### src/dshp_pkg.sv
// constants and types shared by the dual serial host port
package dshp_pkg;
   localparam int unsigned SYS_CLK_HZ       = 10000000;
   localparam int unsigned SPI_MAX_HZ       = 30000000;
   localparam int unsigned I2C_MAX_HZ       = 3400000;
   localparam logic [4:0]  I2C_ADDR_HI      = 5'h08;
   localparam int          I2C_ADDR_W       = 7;
   localparam int          BYTE_W           = 8;
   localparam logic [7:0]  TX_RESET         = 8'h00;
   localparam logic [7:0]  EVT_RESET        = 8'h00;
   localparam int          SYNC_STAGES      = 3;

   typedef enum logic [2:0]
   {
      DSHP_IDLE = 3'h1,
      DSHP_ADDR = 3'h2,
      DSHP_DATA = 3'h4
   } dshp_i2c_state_t;
endpackage

### src/dshp_top.sv
// dual serial host port: spi mode 0 or i2c slave, chosen by a strap
`timescale 1ns/1ns
// What this block does
// - The spi slave port samples its serial clock on the 10 MHz system clock, so it works only well below the 30 MHz pin limit.
// - Spi uses clock polarity 0 and phase 0 only, sampling on rising and shifting on falling.
// - A low or floating mode strap selects the spi slave interface.
// - A mode strap tied high selects the i2c slave interface.
// - The i2c slave port samples its bus clock on the 10 MHz system clock, so it works only well below the 3.4 MHz pin limit.
// - The i2c port uses one engine for all modes, but its 10 MHz sampling cannot follow high-speed mode clocks.
// - The i2c slave answers address 01000 followed by the two address strap bits.
// - In i2c mode the mosi pin is address strap bit 0 and the select pin is bit 1.
// - In i2c mode the spi clock pin is the i2c clock and the miso pin is the i2c data line.
// - A pending event drives the interrupt output low, otherwise it stays high.
// - The power-down input is active low and holds the port idle while low.
module dshp_top
   import dshp_pkg::*;
(
   // clock and reset
   input  wire logic       sys_clk,
   input  wire logic       reset_n,
   // straps and power
   input  wire logic       mode_strap,
   input  wire logic       power_down_n,
   // shared serial pins
   input  wire logic       sclk_or_scl_pin,
   input  wire logic       mosi_or_addr_lo_pin,
   input  wire logic       select_or_addr_hi_pin,
   input  wire logic       miso_sda_in,
   output logic            miso_sda_out,
   output logic            miso_sda_oe,
   // interrupt
   output logic            int_n,
   // internal side
   input  wire logic       event_pulse,
   input  wire logic       event_clear,
   input  wire logic [7:0] tx_byte,
   output logic [7:0]      rx_byte,
   output logic            rx_valid,
   output logic            i2c_mode,
   output logic            powered_down
);
   import dshp_pkg::*;

   logic rst_sync1_q;
   logic rst_sync2_q;
   logic rst_n;

   always_ff @(posedge sys_clk or negedge reset_n)
   begin
      if (!reset_n)
      begin
         rst_sync1_q <= 1'b0;
         rst_sync2_q <= 1'b0;
      end
      else
      begin
         rst_sync1_q <= 1'b1;
         rst_sync2_q <= rst_sync1_q;
      end
   end
   assign rst_n = rst_sync2_q;

   logic clk_s;
   logic mosi_s;
   logic cs_s;
   logic sda_s;
   logic mode_s;
   logic pd_n_s;

   dshp_sync u_sync_clk  (.clk(sys_clk), .rst_n(rst_n), .din(sclk_or_scl_pin), .dout(clk_s));
   dshp_sync u_sync_mosi (.clk(sys_clk), .rst_n(rst_n), .din(mosi_or_addr_lo_pin), .dout(mosi_s));
   dshp_sync u_sync_cs   (.clk(sys_clk), .rst_n(rst_n), .din(select_or_addr_hi_pin), .dout(cs_s));
   dshp_sync u_sync_sda  (.clk(sys_clk), .rst_n(rst_n), .din(miso_sda_in), .dout(sda_s));
   dshp_sync u_sync_mode (.clk(sys_clk), .rst_n(rst_n), .din(mode_strap), .dout(mode_s));
   // synchronised inverted so the idle-high reset value reads as powered down,
   // avoiding a false wake-up before the filter has flushed
   logic pd_s;
   dshp_sync u_sync_pd   (.clk(sys_clk), .rst_n(rst_n), .din(!power_down_n), .dout(pd_s));
   assign pd_n_s = !pd_s;

   // straps latched while powered down; held through operation
   logic       mode_q;
   logic [1:0] addr_strap_bits_q;

   always_ff @(posedge sys_clk or negedge rst_n)
   begin
      if (!rst_n)
      begin
         mode_q            <= 1'b0;
         addr_strap_bits_q <= 2'h0;
      end
      else if (!pd_n_s)
      begin
         mode_q            <= mode_s;
         addr_strap_bits_q <= {cs_s, mosi_s};
      end
   end

   logic active;
   assign active = pd_n_s;

   always_ff @(posedge sys_clk or negedge rst_n)
   begin
      if (!rst_n)
      begin
         i2c_mode     <= 1'b0;
         powered_down <= 1'b1;
      end
      else
      begin
         i2c_mode     <= mode_q;
         powered_down <= !pd_n_s;
      end
   end

   // edges of the serial clock; the sampled clock limits real rates well below
   // the pin maxima, a known trade for an all-synchronous design
   logic clk_d1_q;
   logic sda_d1_q;
   always_ff @(posedge sys_clk or negedge rst_n)
   begin
      if (!rst_n)
      begin
         // matches the synchroniser's idle-high reset, so no false edge follows reset
         clk_d1_q <= 1'b1;
         sda_d1_q <= 1'b1;
      end
      else
      begin
         clk_d1_q <= clk_s;
         sda_d1_q <= sda_s;
      end
   end
   logic clk_rise;
   logic clk_fall;
   assign clk_rise = clk_s && !clk_d1_q;
   assign clk_fall = !clk_s && clk_d1_q;

   // ---------------- spi mode 0 ----------------
   logic [7:0] spi_sh_q;
   logic [7:0] spi_tx_q;
   logic [2:0] spi_cnt_q;
   logic       spi_sel;
   logic       spi_byte_done;
   assign spi_sel = active && !mode_q && !cs_s;
   assign spi_byte_done = spi_sel && clk_rise && (spi_cnt_q == 3'h7);

   always_ff @(posedge sys_clk or negedge rst_n)
   begin
      if (!rst_n)
      begin
         spi_sh_q  <= TX_RESET;
         spi_cnt_q <= 3'h0;
         spi_tx_q  <= TX_RESET;
      end
      else if (!spi_sel)
      begin
         spi_cnt_q <= 3'h0;
         spi_tx_q  <= tx_byte;
      end
      else if (clk_rise)
      begin
         spi_sh_q  <= {spi_sh_q[6:0], mosi_s};
         spi_cnt_q <= spi_cnt_q + 3'h1;
      end
      else if (clk_fall)
      begin
         if (spi_cnt_q == 3'h0)
            spi_tx_q <= tx_byte;
         else
            spi_tx_q <= {spi_tx_q[6:0], 1'b0};
      end
   end

   // ---------------- i2c slave ----------------
   dshp_i2c_state_t st_q;
   logic [7:0] i2c_sh_q;
   logic [3:0] i2c_cnt_q;
   logic       i2c_rd_q;
   logic       i2c_ack_q;
   logic [7:0] i2c_tx_q;
   logic       i2c_start;
   logic       i2c_stop;
   logic       i2c_byte_done;
   logic [6:0] my_addr;
   assign i2c_start = active && mode_q && clk_s && sda_d1_q && !sda_s;
   assign i2c_stop  = active && mode_q && clk_s && !sda_d1_q && sda_s;
   assign my_addr = {I2C_ADDR_HI, addr_strap_bits_q};
   assign i2c_byte_done = (st_q == DSHP_DATA) && !i2c_rd_q && clk_rise
                          && (i2c_cnt_q == 4'h7);

   // one edge-driven engine for all speed modes, fit only for bus clocks well below the 10 MHz sampling rate
   always_ff @(posedge sys_clk or negedge rst_n)
   begin
      if (!rst_n)
      begin
         st_q      <= DSHP_IDLE;
         i2c_sh_q  <= 8'h00;
         i2c_cnt_q <= 4'h0;
         i2c_rd_q  <= 1'b0;
         i2c_ack_q <= 1'b0;
         i2c_tx_q  <= TX_RESET;
      end
      else if (!active || !mode_q || i2c_stop)
      begin
         st_q      <= DSHP_IDLE;
         i2c_ack_q <= 1'b0;
      end
      else if (i2c_start)
      begin
         st_q      <= DSHP_ADDR;
         i2c_cnt_q <= 4'h0;
         i2c_ack_q <= 1'b0;
      end
      // scl pin clocks the data line
      else if (clk_rise)
      begin
         if (i2c_cnt_q < 4'h8)
         begin
            i2c_sh_q  <= {i2c_sh_q[6:0], sda_s};
            i2c_cnt_q <= i2c_cnt_q + 4'h1;
         end
         else
         begin
            // ninth bit: master ack on reads ends the byte stream on nack
            i2c_cnt_q <= 4'h0;
            if (st_q == DSHP_DATA && i2c_rd_q && sda_s)
               st_q <= DSHP_IDLE;
         end
      end
      else if (clk_fall)
      begin
         case (st_q)
            DSHP_IDLE:
               i2c_ack_q <= 1'b0;
            DSHP_ADDR:
            begin
               if (i2c_cnt_q == 4'h8)
               begin
                  if (i2c_sh_q[7:1] == my_addr)
                  begin
                     i2c_ack_q <= 1'b1;
                     i2c_rd_q  <= i2c_sh_q[0];
                  end
                  else
                     st_q <= DSHP_IDLE;
               end
               else if (i2c_cnt_q == 4'h0 && i2c_ack_q)
               begin
                  i2c_ack_q <= 1'b0;
                  st_q      <= DSHP_DATA;
                  i2c_tx_q  <= tx_byte;
               end
            end
            DSHP_DATA:
            begin
               if (i2c_cnt_q == 4'h8)
                  i2c_ack_q <= !i2c_rd_q;
               else if (i2c_cnt_q == 4'h0)
               begin
                  i2c_ack_q <= 1'b0;
                  if (i2c_rd_q)
                     i2c_tx_q <= tx_byte;
               end
               else if (i2c_rd_q)
                  i2c_tx_q <= {i2c_tx_q[6:0], 1'b0};
            end
            default:
               st_q <= DSHP_IDLE;
         endcase
      end
   end

   // open-drain drive: low only for ack or a read zero
   logic sda_low;
   assign sda_low = i2c_ack_q
                    || ((st_q == DSHP_DATA) && i2c_rd_q && (i2c_cnt_q < 4'h8) && !i2c_tx_q[7]);

   // miso pin shared between spi data and i2c sda
   always_ff @(posedge sys_clk or negedge rst_n)
   begin
      if (!rst_n)
      begin
         miso_sda_out <= 1'b0;
         miso_sda_oe  <= 1'b0;
      end
      else if (mode_q)
      begin
         miso_sda_out <= 1'b0;
         miso_sda_oe  <= active && sda_low;
      end
      else
      begin
         miso_sda_out <= spi_tx_q[7];
         miso_sda_oe  <= spi_sel;
      end
   end

   // received bytes from either link
   always_ff @(posedge sys_clk or negedge rst_n)
   begin
      if (!rst_n)
      begin
         rx_byte  <= 8'h00;
         rx_valid <= 1'b0;
      end
      else
      begin
         rx_valid <= spi_byte_done || i2c_byte_done;
         if (spi_byte_done)
            rx_byte <= {spi_sh_q[6:0], mosi_s};
         else if (i2c_byte_done)
            rx_byte <= {i2c_sh_q[6:0], sda_s};
      end
   end

   // sticky event, set wins over clear
   logic evt_q;
   always_ff @(posedge sys_clk or negedge rst_n)
   begin
      if (!rst_n)
         evt_q <= 1'b0;
      else if (event_pulse)
         evt_q <= 1'b1;
      else if (event_clear)
         evt_q <= 1'b0;
   end

   always_ff @(posedge sys_clk or negedge rst_n)
   begin
      if (!rst_n)
         int_n <= 1'b1;
      else
         int_n <= !evt_q;
   end
endmodule

### src/dshp_sync.sv
// three-stage input synchroniser with agreement filter
`timescale 1ns/1ns
module dshp_sync
(
   // clock and reset
   input  wire logic clk,
   input  wire logic rst_n,
   // raw and filtered level
   input  wire logic din,
   output logic      dout
);
   logic s1_q;
   logic s2_q;
   logic s3_q;

   always_ff @(posedge clk or negedge rst_n)
   begin
      if (!rst_n)
      begin
         s1_q <= 1'b1;
         s2_q <= 1'b1;
         s3_q <= 1'b1;
      end
      else
      begin
         s1_q <= din;
         s2_q <= s1_q;
         s3_q <= s2_q;
      end
   end

   // a change counts once stages two and three agree
   always_ff @(posedge clk or negedge rst_n)
   begin
      if (!rst_n)
         dout <= 1'b1;
      else if (s2_q == s3_q)
         dout <= s3_q;
   end
endmodule

### config.mk
export PLATFORM = sky130hd
export DESIGN_NAME = dshp_top
export DESIGN_NICKNAME = d
export VERILOG_FILES = /design/src/dshp_pkg.sv /design/src/dshp_top.sv /design/src/dshp_sync.sv
export SDC_FILE = /design/constraint.sdc
export NUM_CORES = 1
export LEC_CHECK = 0
export BUFFER_PORTS_ARGS = -buffer_cell sky130_fd_sc_hd__buf_2
export CAP_MARGIN = 20
export CORE_MARGIN = 4
export CORE_UTILIZATION = 53
export DETAILED_ROUTE_END_ITERATION = 12
export GPL_TIMING_DRIVEN = 0
export PLACE_DENSITY = 0.81
export SETUP_SLACK_MARGIN = 0.02
export SLEW_MARGIN = 25
export SYNTH_ARGS = -nofsm -noshare
export SYNTH_HDL_FRONTEND = slang
export SYNTH_SLANG_ARGS = --single-unit
export TNS_END_PERCENT = 100
### constraint.sdc
create_clock -name sys_clk -period 3.45 [get_ports sys_clk]
set_input_delay 0.345 -clock sys_clk [delete_from_list [all_inputs] [get_ports sys_clk]]
set_output_delay 0.345 -clock sys_clk [all_outputs]
set_load 0.005 [all_outputs]
Word level (Yosys, flattened, before mapping)
Cells that the tools add are included.
- equality and inequality tests: 29
- add/sub/neg operators: 2
- multiplexer cells: 42
- bitwise gates (word level): 3
- reductions and logical operators: 54
- magnitude comparators: 1
- operators with widths (operator ; number):
    8-bit two-way mux ; 12
    3-bit two-way mux ; 11
    1-bit logical AND ; 21
    8-bit case mux with 2 select lines ; 1
    5-bit != test (second input constant) ; 3
    2-bit != test (second input constant) ; 7
    1-bit two-way mux ; 13
    4-bit two-way mux ; 3
    6-bit != test (second input constant) ; 2
    6-bit AND reduction ; 2
    1-bit logical NOT ; 11
    9-bit AND reduction ; 1
    4-bit by 1-bit != test with 1-bit output (second input constant) ; 2
    2-bit nonzero test ; 4
    7-bit by 6-bit == test with 1-bit output ; 1
    7-bit AND reduction ; 1
    1-bit == test ; 6
    3-bit == test (second input constant) ; 2
    3-bit case mux with 2 select lines ; 1
    2-bit AND reduction ; 3
    5-bit nonzero test ; 1
    4-bit by 1-bit adder with 4-bit output (second input constant) ; 1
    4-bit by 3-bit == test with 1-bit output (second input constant) ; 1
    4-bit == test (second input constant) ; 1
    other kinds (15) ; 20
- input port bits: 18
- bits in registers: 89
- output and inout bits: 14
- word-level logic and storage cells: 178

Logic depth before layout (Yosys ltp)
- depth in word-level cells: 9
- gate-level depth with buffers: 8
- mapped depth without buffers: 7

Cells and area by module
From an unflattened synthesis, not the netlist that was laid out.
- cell total of the unflattened synthesis: 309
- area total of the unflattened synthesis: 3731.1 µm²
- modules (own cells, without submodules) (module ; cells an instance ; seq. area each (µm²) ; instances ; area an instance (µm²)):
    dshp_top ; 279 ; 1632.8 ; 1 ; 3032.9
    dshp_sync ; 5 ; 105.1 ; 6 ; 116.4

Least setup slack after synthesis
Ideal clock, no wire load.
- kind: flip-flop to flip-flop
- start: reg i2c_sh_q[4]
- end: reg st_q[0]
- stages on the path, launching flop included: 6
- data required time: 3.368 ns
- arrival: 2.165 ns
- setup slack: 1.203 ns
- cells stage by stage: dfrtp_1 or4b_1 or4_4 nor4_4 a21o_2 mux2_2
- word-level cells in the longest chain between the ends: 3
- RTL lines (element ; line ; RTL):
    start, declared ; dshp_top.sv:177 ; logic [7:0] i2c_sh_q;
    start signal, assigned ; dshp_top.sv:220 ; i2c_sh_q <= {i2c_sh_q[6:0], sda_s};
    7-bit by 6-bit == test with 1-bit output ; dshp_top.sv:240 ; if (i2c_sh_q[7:1] == my_addr)
    6-bit != test (no source line) ; - ;
    6-bit AND reduction (no source line) ; - ;
    end signal, assigned ; dshp_top.sv:246 ; st_q <= DSHP_IDLE;
    end signal, assigned ; dshp_top.sv:251 ; st_q <= DSHP_DATA;
    end signal, assigned ; dshp_top.sv:269 ; st_q <= DSHP_IDLE;
    end, declared ; dshp_top.sv:176 ; dshp_i2c_state_t st_q;
No other way between the ends.
A chain may end at the register's enable or synchronous reset.

Worst setup path in the final report
- start: reg u_sync_clk.dout
- end: reg rx_byte[4]
- word-level cells in the longest chain between the ends: 4
- RTL lines (element ; line ; RTL):
    start, declared ; dshp_sync.sv:10 ; output logic dout
    start signal, assigned ; dshp_sync.sv:38 ; dout <= s3_q;
    1-bit logical AND * ; dshp_top.sv:136 ; assign clk_rise = clk_s && !clk_d1_q;
    1-bit logical AND, on equally long branches ; dshp_top.sv:146, dshp_top.sv:189 ;
    1-bit logical AND, on equally long branches ; dshp_top.sv:146, dshp_top.sv:190 ;
    8-bit two-way mux or 2-bit nonzero test (tied branches) ; - ;
    end signal, assigned ; dshp_top.sv:311 ; rx_byte <= {spi_sh_q[6:0], mosi_s};
    end signal, assigned ; dshp_top.sv:313 ; rx_byte <= {i2c_sh_q[6:0], sda_s};
    end, declared ; dshp_top.sv:37 ; output logic [7:0] rx_byte,
Mark *: on every way between the ends. The rest lies on a longest branch, timed or not.

==> metrics.cfg <==
[worst_setup_path]
critPathLaunch = u_sync_clk.dout$_DFFE_PN1N_
end_kind = register
max_stage_delay_ns = 0.59
cp_top_family = buffers and inverters
critPathSlowestCell = dfstp_2
rr_worst_depth = 7
critical_path_class = reg2reg
critical_path_depth = 7
crit_path_frequent_cell = clkbuf_1
cp-start-kind = register
rr_endpoint = rx_byte[4]$_DFFE_PN0P_
critPathBufInv = 2
r2r_start = u_sync_clk.dout$_DFFE_PN1N_
crit_chain = ha_1 > clkbuf_1 > nand2b_1 > nor4_1 > clkbuf_1 > mux2i_1 > o21ai_0
crit_required_ns = 3.67
ff2ff_setup_slack_ns = 0.84
endpoint = rx_byte[4]$_DFFE_PN0P_
arrival_ns = 2.83
crit_fanout = 10

[sta]
holdWs_ns = 0.0831
worst_pin_slew_ns = 0.867
hold_violations = 0
setup_slack_ns = 0.839
fmax_mhz = 383
tns_ns = 0
fin_crit_sh = 0.757
setup_viol = 0
finClkSkew_ns = 0.0106
slew_headroom = 0.418
rsz0062_at_grt = no
min_period_ns = 2.61
slew_viol_final = 0

[routing]
drc = 0
wl_um = 6360
drtPass1Iterations = 4
ant_nets = 0
wl_per_cell_um = 14.2
num_vias = 2350
drt_iter0_drc = 147
routed_via_density = 5.25

[layout]
final_cell_count_no_fill = 448
fin_nets = 372
mostFrequentLayoutCell = dfrtp_1
num_antenna_cells = 0
final_cell_mix = dfrtp_1 (59), mux2_2 (33), buf_2 (31), nand2_1 (29), dfstp_2 (29)
syn_to_final_growth_pct = 12.9
final_area_sq_um = 4290
final_util = 0.625
drive_above_1_share = 0.347

[yosys]
yosys_warnings = 0
syn_area_sq_um = 3800
syn_area_per_cell_sq_um = 12.5
async_flop_share = 1.00
synthCells = 303
synth_cell_type_count = 52
synth_nets = 328
yosysSeqAreaShare = 0.596
synth_seq_cells = 89
synth-edff-count = 0
ys.flop_type = dfrtp_1

[power]
ir_drop_uv = 376
p_comb_frac = 0.125
pwr-share-seq = 0.579
powerDensity_nw_per_um2 = 510
intPower_mw = 1.58
power_switching_uw = 605
power.static_leakage_nw = 1.94
pwr-share-clk = 0.296
power.total_mw = 2.19
switching_share = 0.277

[place]
place_area_sq_um = 4110
finalWeightedCongestion = 0.832
dp_hpwl_um = 4550
pre_cts_ws_ns = 0.861
io_buffer_count = 31
placedCellCount = 431

[cts]
clk_pin_slew_ns = 0.09
clk_latency_ns = 0.35
clockBufferDepth = 2
cts_num_sinks = 89
cts_tree = built
cts_made_buffers = 9
htree_levels = 3
root_buffer = clkbuf_8

[status]
status = completed

[global_route]
grt_usage = 0.165
overflow = 0
grt_antenna_before_repair = 0
grt_pass1_vias = 2402
grt_pass1_wl_um = 11200
grt_start_max_net_pins = 48

[floorplan]
row_count = 30
die_y_um = 92.7
die_w_um = 92.7
dieArea_sq_um = 8590
core_area_sq_um = 6870
io_pins = 32
start_util = 0.553

[min_path]
hold_path_class = in2reg
whs_path_depth = 1

[flow_run]
maxCapViolations = 0

kinds of logic after synthesis:
kind of cell               Yosys count  synth area share
AOI/OAI and AO/OA                   39            0.0652
xor gates and xnor gates             5            0.0115
adders and majority gates           13            0.0389
buffers and inverters               24            0.0273
DFF                                 89             0.596
muxes                               52             0.149
other                                1          0.000987
and+or+nand+nor                     80             0.111
final cells by class:
class | count | area (sq um)
Timing Repair Buffer | 33 | 193
Tap cell | 96 | 120
Sequential cell | 89 | 2270
Multi-Input combinational cell | 190 | 1430
Buffer | 15 | 70.1
Clock buffer | 10 | 128
Inverter | 9 | 33.8
Fill cell | 543 | 2580
Clock inverter | 6 | 47.5
synthesized netlist by cell type (6+ instances only):
master / count / share of area
ha_1: 7 / 0.023
maj3_1: 6 / 0.016
nand2_1: 29 / 0.029
clkbuf_1: 11 / 0.011
dfstp_2: 29 / 0.20
nor2_1: 15 / 0.015
dfrtp_1: 60 / 0.40
mux2i_1: 18 / 0.047
inv_1: 9 / 0.0089
mux2_2: 33 / 0.098
o21ai_0: 23 / 0.030
worst reg2reg max path, cell delays in order, from the launching register on:
cell and delay (ns):
dfstp_2 0.59, ha_1 0.20, clkbuf_1 0.40, nand2b_1 0.17, nor4_1 0.24, clkbuf_1 0.51
mux2i_1 0.26, o21ai_0 0.11
power by group through the flow:
stage          Sequential, mW  Combinational (mW)  Clock (mW)
2_1_floorplan            1.27               0.201           0
3_3_place_gp             1.29               0.245           0
3_5_place_dp             1.29               0.275           0
4_1_cts                  1.27               0.277       0.668
5_1_grt                  1.29               0.312       0.719
6_report                 1.27               0.273       0.648
state kept, by name (all words and copies together), names as in the netlist, 2 cells and up:
| register | count |
|---|---|
| addr_strap_bits_q | 2 |
| i2c_cnt_q | 4 |
| i2c_sh_q | 8 |
| i2c_tx_q | 8 |
| rx_byte | 8 |
| spi_cnt_q | 3 |
| spi_sh_q | 7 |
| spi_tx_q | 8 |
| st_q | 3 |
per-layer routing:
layer	up-vias	GRT usage	part of all wire
met5	-	0	0
met4	0	0.0684	0.022
met3	13	0.0455	0.038
met2	53	0.257	0.48
met1	1156	0.219	0.46
li1	1128	-	-
how the worst min path moves through the flow:
| stage | start | to | slack [ns] |
|---|---|---|---|
| 2_1_floorplan | reset_n | rst_n$_DFF_PN0_ | 0.05 |
| 3_3_place_gp | reset_n | rst_sync1_q$_DFF_PN0_ | 0.13 |
| 3_5_place_dp | reset_n | rst_sync1_q$_DFF_PN0_ | 0.13 |
| 4_1_cts | miso_sda_in | u_sync_sda.s1_q$_DFF_PN1_ | 0.06 |
| 5_1_grt | mode_strap | u_sync_mode.s1_q$_DFF_PN1_ | 0.05 |
| 6_report | miso_sda_in | u_sync_sda.s1_q$_DFF_PN1_ | 0.08 |
timing repair:
| item | in CTS | in global routing |
|---|---|---|
| gates resized for setup | 0 | 0 |
| endpoints found under the hold margin | 2 | 0 |
| setup buffers | 0 | 0 |
| hold buffers | 1 | 0 |
| endpoints found under the setup margin | 0 | 0 |
(Power assumes the default switching activity.)
